## src/hdl/pacc_pkg.sv

```systemverilog
/*
  Constants, register map and types for the channel value and pulse
  accumulator block. Assumes a 32-bit classic Wishbone bus with byte
  addresses; register index times four is the byte address.
*/
package pacc_pkg;

  localparam int unsigned NUM_CH = 8;
  localparam int unsigned CNT_W = 16;
  localparam int unsigned REG_W = 8;
  localparam int unsigned DAT_W = 32;
  localparam int unsigned ADR_W = 8;
  localparam int unsigned IDX_W = 6;
  localparam int unsigned CH_IDX_W = 3;
  localparam int unsigned DIV_W = 6;

  // Register indices, byte address = index * 4
  localparam logic [5:0] IDX_DIR = 6'h00;
  localparam logic [5:0] IDX_TCNT = 6'h04;
  localparam logic [5:0] IDX_TSC1 = 6'h06;
  localparam logic [5:0] IDX_CH_BASE = 6'h10;
  localparam logic [5:0] IDX_ACTL = 6'h20;
  localparam logic [5:0] IDX_AFLG = 6'h21;
  localparam logic [5:0] IDX_ACNT = 6'h22;

  // Timer system control 1 fields
  localparam int unsigned BIT_TMR_EN = 7;
  localparam int unsigned BIT_FFC = 4;

  // Accumulator control fields
  localparam int unsigned BIT_ACC_EN = 6;
  localparam int unsigned BIT_MODE = 5;
  localparam int unsigned BIT_EDGE = 4;
  localparam int unsigned BIT_CLK_HI = 3;
  localparam int unsigned BIT_CLK_LO = 2;
  localparam int unsigned BIT_OVF_IE = 1;
  localparam int unsigned BIT_IN_IE = 0;

  // Accumulator flag fields
  localparam int unsigned BIT_OVF = 1;
  localparam int unsigned BIT_INF = 0;

  localparam logic [7:0] CTRL_RST = 8'h00;
  localparam logic [7:0] DIR_RST = 8'h00;
  localparam logic [15:0] CNT_RST = 16'h0000;
  localparam logic [15:0] CH_RST = 16'h0000;
  localparam logic [15:0] CNT_MAX = 16'hFFFF;
  localparam logic [15:0] CNT_ONE = 16'h0001;
  localparam logic [7:0] LOW_BYTE_MAX = 8'hFF;
  localparam logic [5:0] DIV64_LAST = 6'h3F;
  localparam logic [5:0] DIV_ONE = 6'h01;
  localparam logic [31:0] RD_ZERO = 32'h0000_0000;

  typedef enum logic [1:0] {
    CLKSRC_PRESC = 2'h0,
    CLKSRC_ACC = 2'h1,
    CLKSRC_ACC256 = 2'h2,
    CLKSRC_ACC64K = 2'h3
  } clk_src_t;

  typedef enum logic [1:0] {
    BUS_IDLE,
    BUS_WORK,
    BUS_ACK
  } bus_state_t;

  function automatic logic is_ch_index(input logic [5:0] idx);
    is_ch_index = (idx[5:3] == IDX_CH_BASE[5:3]);
  endfunction : is_ch_index

endpackage : pacc_pkg

```

## src/hdl/cc_store_if.sv

```systemverilog
/*
  Carrier between the register logic and the channel value store.
  Assumes both ends run on the same bus clock.
*/
`timescale 1ns/1ns
interface cc_store_if;
  logic [7:0] cap_we;
  logic [7:0] bus_we;
  logic [15:0] cap_val;
  logic [15:0] wr_val;
  logic [1:0] wr_lanes;
  logic [2:0] rd_idx;
  logic [15:0] rd_val;
  logic [15:0] cmp_val;
  logic [7:0] match;

  modport ctrl (
    output cap_we, bus_we, cap_val, wr_val, wr_lanes, rd_idx, cmp_val,
    input rd_val, match
  );
  modport store (
    input cap_we, bus_we, cap_val, wr_val, wr_lanes, rd_idx, cmp_val,
    output rd_val, match
  );
endinterface : cc_store_if

```

## src/hdl/channel_value_store.sv

```systemverilog
/*
  Eight 16-bit channel capture/compare words with registered read and
  registered per-channel equality against the timer counter.
  Assumes the caller never writes one word by capture and bus at once.
*/
`timescale 1ns/1ns
module channel_value_store (
  // Clock and reset
  input wire logic clk,
  input wire logic rst,
  // Register side
  cc_store_if.store port
);

  logic [pacc_pkg::NUM_CH-1:0][15:0] word_r;

  always_ff @(posedge clk or posedge rst) begin
    if (rst) begin
      word_r <= '0;
    end else begin
      for (int i = 0; i < pacc_pkg::NUM_CH; i++) begin
        if (port.cap_we[i]) begin
          word_r[i] <= port.cap_val;
        end else if (port.bus_we[i]) begin
          if (port.wr_lanes[0]) begin
            word_r[i][7:0] <= port.wr_val[7:0];
          end
          if (port.wr_lanes[1]) begin
            word_r[i][15:8] <= port.wr_val[15:8];
          end
        end
      end
    end
  end

  always_ff @(posedge clk or posedge rst) begin
    if (rst) begin
      port.rd_val <= pacc_pkg::CH_RST;
    end else begin
      port.rd_val <= word_r[port.rd_idx];
    end
  end

  always_ff @(posedge clk or posedge rst) begin
    if (rst) begin
      port.match <= '0;
    end else begin
      for (int i = 0; i < pacc_pkg::NUM_CH; i++) begin
        port.match[i] <= (word_r[i] == port.cmp_val);
      end
    end
  end

endmodule : channel_value_store

```

## src/hdl/pulse_accum_top.sv

```systemverilog
/*
  Timer channel value registers, 16-bit timer counter with clock select,
  and the 16-bit pulse accumulator on the channel 7 pin, behind a 32-bit
  classic Wishbone slave. Assumes all pins are asynchronous to SYS_CLK
  and that pulses on them last longer than two bus clocks.
*/
// The Wishbone slave port is this design's own decision.
`timescale 1ns/1ns
module pulse_accum_top (
  // Clock and reset
  input wire logic SYS_CLK,
  input wire logic RST,
  // Wishbone slave
  input wire logic WB_CYC,
  input wire logic WB_STB,
  input wire logic WB_WE,
  input wire logic [7:0] WB_ADR,
  input wire logic [3:0] WB_SEL,
  input wire logic [31:0] WB_WDATA,
  output logic [31:0] WB_RDATA,
  output logic WB_ACK,
  // Channel pins, bit 7 also feeds the accumulator
  input wire logic [7:0] CH_PIN,
  // Events and interrupt requests
  output logic [7:0] OC_MATCH,
  output logic ACCUM_OVF_IRQ,
  output logic ACCUM_IN_IRQ
);

  localparam int unsigned CH7 = 7;

  cc_store_if store_bus ();

  channel_value_store channel_value_store_inst (
    .clk(SYS_CLK),
    .rst(RST),
    .port(store_bus.store)
  );

  // Registers
  pacc_pkg::bus_state_t state_r;
  logic [7:0] dir_r;
  logic timer_en_r;
  logic ffc_r;
  logic [7:0] ctrl_r;
  logic ovf_r;
  logic inf_r;
  logic [15:0] acnt_r;
  logic [15:0] tcnt_r;
  logic [5:0] div_r;
  logic [7:0] sync1_r;
  logic [7:0] sync2_r;
  logic [7:0] sync3_r;
  logic [7:0] lvl_r;
  logic [7:0] lvl_prev_r;
  logic [7:0] match_prev_r;

  // Bus decode
  logic [5:0] idx;
  logic do_op;
  logic wr;
  logic acc_cnt_hit;
  logic [31:0] rdata_nxt;

  assign idx = WB_ADR[7:2];
  assign do_op = (state_r == pacc_pkg::BUS_WORK);
  assign wr = do_op && WB_WE;
  assign acc_cnt_hit = do_op && (idx == pacc_pkg::IDX_ACNT);

  always_ff @(posedge SYS_CLK or posedge RST) begin
    if (RST) begin
      state_r <= pacc_pkg::BUS_IDLE;
    end else begin
      unique case (state_r)
        pacc_pkg::BUS_IDLE: begin
          if (WB_CYC && WB_STB) begin
            state_r <= pacc_pkg::BUS_WORK;
          end
        end
        pacc_pkg::BUS_WORK: begin
          state_r <= pacc_pkg::BUS_ACK;
        end
        pacc_pkg::BUS_ACK: begin
          state_r <= pacc_pkg::BUS_IDLE;
        end
        // Unused fourth code falls back to idle
        default: begin
          state_r <= pacc_pkg::BUS_IDLE;
        end
      endcase
    end
  end

  always_ff @(posedge SYS_CLK or posedge RST) begin
    if (RST) begin
      WB_ACK <= 1'b0;
      WB_RDATA <= pacc_pkg::RD_ZERO;
    end else begin
      WB_ACK <= do_op;
      if (do_op && !WB_WE) begin
        WB_RDATA <= rdata_nxt;
      end
    end
  end

  // Pin synchronisers: level accepted once stages two and three agree
  logic [7:0] agree;
  assign agree = ~(sync2_r ^ sync3_r);

  always_ff @(posedge SYS_CLK or posedge RST) begin
    if (RST) begin
      sync1_r <= '0;
      sync2_r <= '0;
      sync3_r <= '0;
      lvl_r <= '0;
      lvl_prev_r <= '0;
    end else begin
      sync1_r <= CH_PIN;
      sync2_r <= sync1_r;
      sync3_r <= sync2_r;
      lvl_r <= (agree & sync2_r) | (~agree & lvl_r);
      lvl_prev_r <= lvl_r;
    end
  end

  logic [7:0] rise;
  logic [7:0] fall;
  assign rise = lvl_r & ~lvl_prev_r;
  assign fall = ~lvl_r & lvl_prev_r;

  // Control registers
  always_ff @(posedge SYS_CLK or posedge RST) begin
    if (RST) begin
      dir_r <= pacc_pkg::DIR_RST;
      timer_en_r <= 1'b0;
      ffc_r <= 1'b0;
      ctrl_r <= pacc_pkg::CTRL_RST;
    end else if (wr && WB_SEL[0]) begin
      if (idx == pacc_pkg::IDX_DIR) begin
        dir_r <= WB_WDATA[7:0];
      end
      if (idx == pacc_pkg::IDX_TSC1) begin
        timer_en_r <= WB_WDATA[pacc_pkg::BIT_TMR_EN];
        ffc_r <= WB_WDATA[pacc_pkg::BIT_FFC];
      end
      if (idx == pacc_pkg::IDX_ACTL) begin
        ctrl_r <= WB_WDATA[7:0];
      end
    end
  end

  logic acc_en;
  logic acc_mode;
  logic acc_edge;
  assign acc_en = ctrl_r[pacc_pkg::BIT_ACC_EN];
  assign acc_mode = ctrl_r[pacc_pkg::BIT_MODE];
  assign acc_edge = ctrl_r[pacc_pkg::BIT_EDGE];

  // Prescaler divide-by-64 runs only while the timer is enabled
  logic tick64;
  assign tick64 = timer_en_r && (div_r == pacc_pkg::DIV64_LAST);

  always_ff @(posedge SYS_CLK or posedge RST) begin
    if (RST) begin
      div_r <= '0;
    end else if (timer_en_r) begin
      div_r <= div_r + pacc_pkg::DIV_ONE;
    end
  end

  // Accumulator input on channel 7
  logic pa_lvl;
  logic pa_edge;
  logic gate_on;
  logic evt_inc;
  logic gate_inc;
  logic inc;
  logic in_set;
  assign pa_lvl = lvl_r[CH7];
  assign pa_edge = acc_edge ? rise[CH7] : fall[CH7];
  assign gate_on = acc_edge ? !pa_lvl : pa_lvl;
  // Event counting does not depend on the timer enable
  assign evt_inc = acc_en && !acc_mode && pa_edge;
  assign gate_inc = acc_en && acc_mode && gate_on && tick64;
  assign inc = evt_inc || gate_inc;
  // Selected edge sets the flag as gate end or counted edge alike: falling for a high gate, rising for a low one
  assign in_set = acc_en && pa_edge;

  // Accumulator count, bus write wins over a same-cycle increment
  logic acnt_wr;
  logic ovf_set;
  assign acnt_wr = wr && (idx == pacc_pkg::IDX_ACNT) && (WB_SEL[1:0] != 2'h0);
  assign ovf_set = inc && !acnt_wr && (acnt_r == pacc_pkg::CNT_MAX);

  always_ff @(posedge SYS_CLK or posedge RST) begin
    if (RST) begin
      acnt_r <= pacc_pkg::CNT_RST;
    end else if (acnt_wr) begin
      if (WB_SEL[0]) begin
        acnt_r[7:0] <= WB_WDATA[7:0];
      end
      if (WB_SEL[1]) begin
        acnt_r[15:8] <= WB_WDATA[15:8];
      end
    end else if (inc) begin
      acnt_r <= acnt_r + pacc_pkg::CNT_ONE;
    end
  end

  // Flags: set wins over any clear in the same cycle
  logic w1c_hit;
  logic fast_clr;
  logic ovf_clr;
  logic inf_clr;
  assign w1c_hit = wr && WB_SEL[0] && (idx == pacc_pkg::IDX_AFLG) && timer_en_r;
  assign fast_clr = acc_cnt_hit && ffc_r;
  assign ovf_clr = fast_clr || (w1c_hit && WB_WDATA[pacc_pkg::BIT_OVF]);
  assign inf_clr = fast_clr || (w1c_hit && WB_WDATA[pacc_pkg::BIT_INF]);

  always_ff @(posedge SYS_CLK or posedge RST) begin
    if (RST) begin
      ovf_r <= 1'b0;
      inf_r <= 1'b0;
    end else begin
      ovf_r <= ovf_set || (ovf_r && !ovf_clr);
      inf_r <= in_set || (inf_r && !inf_clr);
    end
  end

  always_ff @(posedge SYS_CLK or posedge RST) begin
    if (RST) begin
      ACCUM_OVF_IRQ <= 1'b0;
      ACCUM_IN_IRQ <= 1'b0;
    end else begin
      ACCUM_OVF_IRQ <= ovf_r && ctrl_r[pacc_pkg::BIT_OVF_IE];
      ACCUM_IN_IRQ <= inf_r && ctrl_r[pacc_pkg::BIT_IN_IE];
    end
  end

  // Timer counter clock: select is combinational, so a write acts at once
  pacc_pkg::clk_src_t clk_src;
  logic tcnt_tick;
  always_comb begin
    clk_src = pacc_pkg::CLKSRC_PRESC;
    if (acc_en) begin
      clk_src = pacc_pkg::clk_src_t'(ctrl_r[pacc_pkg::BIT_CLK_HI:pacc_pkg::BIT_CLK_LO]);
    end
  end

  always_comb begin
    tcnt_tick = 1'b0;
    unique case (clk_src)
      pacc_pkg::CLKSRC_PRESC: tcnt_tick = 1'b1;
      pacc_pkg::CLKSRC_ACC: tcnt_tick = inc;
      pacc_pkg::CLKSRC_ACC256: tcnt_tick = inc && (acnt_r[7:0] == pacc_pkg::LOW_BYTE_MAX);
      pacc_pkg::CLKSRC_ACC64K: tcnt_tick = inc && (acnt_r == pacc_pkg::CNT_MAX);
    endcase
  end

  always_ff @(posedge SYS_CLK or posedge RST) begin
    if (RST) begin
      tcnt_r <= pacc_pkg::CNT_RST;
    end else if (timer_en_r && tcnt_tick) begin
      tcnt_r <= tcnt_r + pacc_pkg::CNT_ONE;
    end
  end

  // Channel store control
  logic [7:0] ch_sel;
  always_comb begin
    ch_sel = '0;
    if (wr && pacc_pkg::is_ch_index(idx)) begin
      ch_sel[idx[2:0]] = 1'b1;
    end
  end

  assign store_bus.cap_we = rise & ~dir_r;
  assign store_bus.bus_we = ch_sel & dir_r;
  assign store_bus.cap_val = tcnt_r;
  assign store_bus.wr_val = WB_WDATA[15:0];
  assign store_bus.wr_lanes = WB_SEL[1:0];
  assign store_bus.rd_idx = idx[2:0];
  assign store_bus.cmp_val = tcnt_r;

  // Compare event: pulse on each new match of an output channel
  always_ff @(posedge SYS_CLK or posedge RST) begin
    if (RST) begin
      match_prev_r <= '0;
      OC_MATCH <= '0;
    end else begin
      match_prev_r <= store_bus.match;
      OC_MATCH <= store_bus.match & ~match_prev_r & dir_r;
    end
  end

  // Read mux; unmapped and reserved bits read zero
  always_comb begin
    rdata_nxt = pacc_pkg::RD_ZERO;
    if (pacc_pkg::is_ch_index(idx)) begin
      rdata_nxt[15:0] = store_bus.rd_val;
    end else begin
      unique case (idx)
        pacc_pkg::IDX_DIR: rdata_nxt[7:0] = dir_r;
        pacc_pkg::IDX_TCNT: rdata_nxt[15:0] = tcnt_r;
        pacc_pkg::IDX_TSC1: begin
          rdata_nxt[pacc_pkg::BIT_TMR_EN] = timer_en_r;
          rdata_nxt[pacc_pkg::BIT_FFC] = ffc_r;
        end
        pacc_pkg::IDX_ACTL: rdata_nxt[6:0] = ctrl_r[6:0];
        pacc_pkg::IDX_AFLG: begin
          rdata_nxt[pacc_pkg::BIT_OVF] = ovf_r;
          rdata_nxt[pacc_pkg::BIT_INF] = inf_r;
        end
        pacc_pkg::IDX_ACNT: rdata_nxt[15:0] = acnt_r;
        default: rdata_nxt = pacc_pkg::RD_ZERO;
      endcase
    end
  end

endmodule : pulse_accum_top

```

## config.mk

```make
export PLATFORM = sky130hd
export DESIGN_NAME = pulse_accum_top
export DESIGN_NICKNAME = d
export VERILOG_FILES = /design/src/hdl/pacc_pkg.sv /design/src/hdl/cc_store_if.sv /design/src/hdl/channel_value_store.sv /design/src/hdl/pulse_accum_top.sv
export SDC_FILE = /design/constraint.sdc
export NUM_CORES = 1
export LEC_CHECK = 0
export BUFFER_PORTS_ARGS = -buffer_cell sky130_fd_sc_hd__buf_2
export CAP_MARGIN = 40
export CORE_ASPECT_RATIO = 1.25
export CORE_UTILIZATION = 56
export CTS_CLUSTER_SIZE = 40
export DETAILED_ROUTE_END_ITERATION = 10
export PLACE_DENSITY = 0.74
export SETUP_SLACK_MARGIN = 0.3
export SYNTH_ARGS = -nofsm -noshare
export SYNTH_HDL_FRONTEND = slang
export SYNTH_SLANG_ARGS = --single-unit
```

## constraint.sdc

```tcl
create_clock -name SYS_CLK -period 18.2 [get_ports SYS_CLK]
set_input_delay 1.82 -clock SYS_CLK [delete_from_list [all_inputs] [get_ports SYS_CLK]]
set_output_delay 1.82 -clock SYS_CLK [all_outputs]
set_load 0.01 [all_outputs]
```

* Word-level counts from Yosys, hierarchy flattened
Index checks and enable logic that the tools add are counted. W data, S select, Z words.
Operators by class: add/sub/neg operators 3, $lt $le $gt $ge 2, equal/unequal tests 24, muxes and demuxes 38, bitwise gates (word level) 16, reduce and logical (&&, ||, !) cells 91
Operators with widths (number):
- $mux W16 | 20
- $eq A16 B16 Y1 | 8
- $and A8 B8 Y8 | 8
- $reduce_bool A2 Y1 | 26
- $bmux W16 S3 | 1
- $not A8 Y8 | 6
- $reduce_and A2 Y1 | 21
- $add A16 B1 Y16 const B | 2
- $logic_and A1 B1 Y1 | 30
- $eq A6 B6 Y1 const B | 4
- $mux W8 | 3
- $eq A16 B16 Y1 const B | 1
- $pmux W2 S4 | 2
- $pmux W8 S2 | 1
- $eq A6 B3 Y1 const B | 2
- $pmux W2 S5 | 1
- $eq A8 B8 Y1 const B | 1
- $or A8 B8 Y8 | 1
- $pmux W1 S4 | 2
- $xor A8 B8 Y8 | 1
- $add A6 B1 Y6 const B | 1
- $logic_not A1 Y1 | 6
- $logic_not A6 Y1 | 1
- $ne A2 B2 Y1 const B | 3
- other kinds (12) | 22
Word-level totals: bits in registers 286, logic and storage cells 214

* Depth between registers and ports, before layout
depth in word-level cells 10, depth in mapped cells 8

* Modules after synthesis
From an unflattened synthesis, not the netlist that was laid out.
Unflattened totals: cell total of the unflattened synthesis 1353, area, all modules 14729.1 um2
Modules (own cells, without submodules):
- channel_value_store | instances 1, cells an instance 852, area each 8989.9 um2, seq. area each 3803.6 um2
- pulse_accum_top | instances 1, cells an instance 501, area each 5739.3 um2, seq. area each 3353.2 um2

* Least setup slack after synthesis
OpenSTA, ideal clock, no wires.
path kind input-to-reg, start in WB_ADR[4], end reg channel_value_store_inst.port.rd_val[10], arrival time 3.139 ns, required time 18.062 ns, slack 14.923 ns, stages 5, path through clkbuf_1 > buf_1 > mux2_2 > a221oi_1 > o22ai_1
On the way: cells in the longest elaborated chain, start to end 2
RTL lines:
- from (decl) | RTL line pulse_accum_top.sv:17 | input wire logic [7:0] WB_ADR,
- $bmux W16 S3 | RTL line channel_value_store.sv:40 | port.rd_val <= word_r[port.rd_idx];
- $mux W16 (not written as such) | RTL line channel_value_store.sv:40
- to (signal assigned) | RTL line channel_value_store.sv:38 | port.rd_val <= pacc_pkg::CH_RST;
- to (signal assigned) | RTL line channel_value_store.sv:40
- to (decl) | RTL line cc_store_if.sv:23 | output rd_val, match
No other way between the ends. The select of a mux whose other input is x is not followed. A chain may end at the register's enable or synchronous reset.

* Worst setup path in the final report
start in WB_ADR[3], end reg acnt_r[2]
On the way: cells in the longest elaborated chain, start to end 5, elaborated cells on any way between the ends 7
RTL lines:
- $eq A6 B6 Y1 (*) | RTL line pulse_accum_top.sv:192 | assign acnt_wr = wr && (idx == pacc_pkg::IDX_ACNT) && (WB_SEL[1:0] != 2'h0);
- $logic_and A1 B1 Y1 (*) (2 in series) | RTL line pulse_accum_top.sv:192
- $ne A2 B2 Y1 (no source line) or $reduce_bool A2 Y1 (tied branches)
- $reduce_and A2 Y1 (no source line)
- to (signal assigned) | RTL line pulse_accum_top.sv:197 | acnt_r <= pacc_pkg::CNT_RST;
- to (signal assigned) | RTL line pulse_accum_top.sv:200 | acnt_r[7:0] <= WB_WDATA[7:0];
- to (signal assigned) | RTL line pulse_accum_top.sv:206 | acnt_r <= acnt_r + pacc_pkg::CNT_ONE;
- to (decl) | RTL line pulse_accum_top.sv:48 | logic [15:0] acnt_r;
Mark *: on every way between the ends. The rest lies on a longest branch, timed or not.

==> out/results.tsv <==
metric	value	unit
Slew HR	35.4	%
synth unique cells	70	
Final min period	4070	ps
initial antenna violation count	0	
clk sinks	286	
#FFs+latches synth	286	
DIE AREA	27600	µm²
Crit. End Element	flip-flop	
n_diodes	0	
Starting Density	57.4	%
P_leak	6.91	nW
register area share after synthesis	47.5	%
DIE WIDTH	149	µm
CTS tree	yes	
CTS-repair resized insts	0	
Final Cell Area	16700	µm²
setup ws final	14130	ps
htree depth	1	
Final Net Count	1495	
setup_tns	0	ps
GRT overflow	0	
PortBufs	63	
max_cap viols	0	
vias per cell	6.32	
unrepaired setup endpoints after global routing	false	
Hold Path Class	flip-flop to flip-flop	
# Post-CTS Setup Buffers	0	
Syn Inst Count	1432	
r2r startpoint	state_r[1]$_DFFE_PP0P_	
die height	185	µm
Inserted Clock Buffers	30	
Detail Placement HPWL	29300	µm
clock transition at the registers of the reported paths	70	ps
Worst Reg-to-Reg Cells	6	
clock root buffer	clkbuf_16	
overall routing resource usage	31.0	%
Slew Viols, Final	0	
dpl cell area	15700	µm²
via count	11400	
Synth warnings	0	
period utilization	22.4	%
hold path start	sync1_r[3]$_DFF_PP0_	
Synth Flop Type	dfrtp_1	
hold path endpoint	sync2_r[3]$_DFF_PP0_	
Setup Crit Path Kind	input port to flip-flop	
hold depth	0	
Area Growth Syn to Fin	10.9	%
worst slack at placement	13660	ps
vias in the first global route	11300	
DR iter-0 viols	834	
# IOs	100	
Peak VDD IR	71.3	µV
Mapped Area	15100	µm²
cts hold-fix bufs	0	
R2R Setup Slk	15450	ps
maximum clock path buffer count	3	
drc violations	0	
clock skew	27.7	ps
status	finished clean	
gpl congestion	0.917	
Setup violations, final	0	
Clock Latency Late Sink	580	ps
synthesized area per cell	10.5	µm²
Slew @ Worst Pin	969	ps
startpoint types	input port	
largest net degree at the start of global routing	83	
Worst R2R End	channel_value_store_inst.word_r[33]$_DFFE_PP0P_	
first-pass GRT wire length	64500	µm
hold_ws	347	ps
Pre-antenna DRT Iters	5	
FMAX	0.246	GHz
share of cells above drive strength 1	17.3	%
final hold vios	0	
CP Max Fanout	26	
DRT antenna net count	0	
core area	26300	µm²
Post-synth EDFFs	0	
P per Cell Area	111	nW/µm²
Required @ worst endpoint	18670	ps
Worst EP arrival	4540	ps
Row Count	66	
mean routed wirelength per cell	23.2	µm
total power	1.85	mW
ys async rst share	100	%
WL final	41700	µm
==> critical path: stages <==
cell and delay, ps:
buf_2 540, nor3b_2 460, and2_1 750, nand3_2 310, and2_1 370, o22a_2 270
==> metrics by stage <==
| step | instances | util [%] |
|---|---|---|
| finish | 1799 | 63.6 |
| global route | 1799 | 63.6 |
| CTS | 1799 | 63.6 |
| detailed placement | 1743 | 59.6 |
| global placement | 1729 | 58.6 |
| floorplan | 1447 | - |
==> where the power goes <==
group	internal (mW)	switching [mW]	leakage, nW	total (mW)
Clock	0.390	0.262	0.515	0.653
Combinational	0.172	0.203	2.91	0.375
Sequential	0.734	0.0928	3.49	0.827
==> worst max-delay path by stage <==
| stage | start | to | slack, ps | depth (start not counted) |
|---|---|---|---|---|
| after global placement | WB_ADR[3] | acnt_r[2]$_DFFE_PP0P_ | 13650 | 6 |
| after CTS | WB_ADR[3] | acnt_r[2]$_DFFE_PP0P_ | 14270 | 6 |
| after global routing | WB_ADR[3] | acnt_r[2]$_DFFE_PP0P_ | 14100 | 6 |
| final | WB_ADR[3] | acnt_r[2]$_DFFE_PP0P_ | 14130 | 6 |
| after floorplan | RST | ACCUM_IN_IRQ$_DFF_PP0_ | 8490 | 1 |
| after detailed placement | WB_ADR[3] | acnt_r[2]$_DFFE_PP0P_ | 13660 | 6 |
==> Yosys cell counts (6+ instances only) <==
master / instances / area (µm²)
nor2b_1: 7 / 43.8
o22ai_1: 17 / 106
a21oi_1: 139 / 696
xnor2_1: 132 / 1160
nor4_2: 9 / 113
buf_1: 18 / 67.6
a222oi_1: 14 / 140
buf_2: 41 / 205
nor3b_1: 8 / 60.1
nand2_1: 47 / 176
mux2i_1: 137 / 1370
nor2_1: 150 / 563
a22oi_1: 18 / 135
and3b_1: 10 / 87.6
xor2_1: 18 / 158
o21bai_2: 11 / 124
maj3_1: 8 / 80.1
and2_1: 6 / 37.5
buf_4: 19 / 143
nand3_1: 15 / 75.1
clkbuf_1: 61 / 229
a221oi_1: 30 / 263
a31oi_1: 8 / 50.1
mux2_2: 51 / 574
nor3_1: 11 / 55.1
dfrtp_1: 286 / 7160
o21ai_0: 24 / 120
nand4_1: 44 / 275
nor4_1: 12 / 75.1
==> layout make-up <==
cell class	instances	area (µm²)
tap	340	425
timing repair buffer	96	723
inverter	5	26.3
fill	2088	9550
clock buffer	40	828
sequential	286	7160
clock inverter	16	221
multi-input combinational	1016	7330
==> registers in the layout, indices dropped and copies added (netlist names), 16 cells and up, named ones only <==
signal,cells
store_bus.cap_val,16
WB_RDATA,16
channel_value_store_inst.word_r,128
channel_value_store_inst.port.rd_val,16
acnt_r,16
==> cell families (layout without fill, tap and decap cells) <==
group,count (synthesis),in the layout,synth area share [%]
other cells,1,16,0.0249
buf+inv,145,157,4.50
simple gates,354,354,12.5
xor+xnor,150,150,8.72
fa+ha+maj,11,11,0.781
flops,286,286,47.5
mux,188,188,12.9
compound gates,297,297,13.0
==> cell usage in the layout (no fill, tap or decap), types with 25 or more instances in the layout <==
master | netlist | layout
nand2_1 | 47 | 47
a221oi_1 | 30 | 30
clkbuf_16 | 0 | 30
a21oi_1 | 139 | 139
mux2i_1 | 137 | 137
mux2_2 | 51 | 51
buf_4 | 19 | 25
dfrtp_1 | 286 | 286
xnor2_1 | 132 | 132
nand4_1 | 44 | 44
buf_2 | 41 | 63
nor2_1 | 150 | 150
==> metal layers <==
metal  GRT usage [%]  vias up  share of wire [%]
met1            37.6     5632                 39
li1                -     5120                  -
met4            19.9        0                6.5
met2            52.2      486                 49
met5               0        -                  0
met3            3.94      139                6.1
Power figures use the tool's default switching activity.
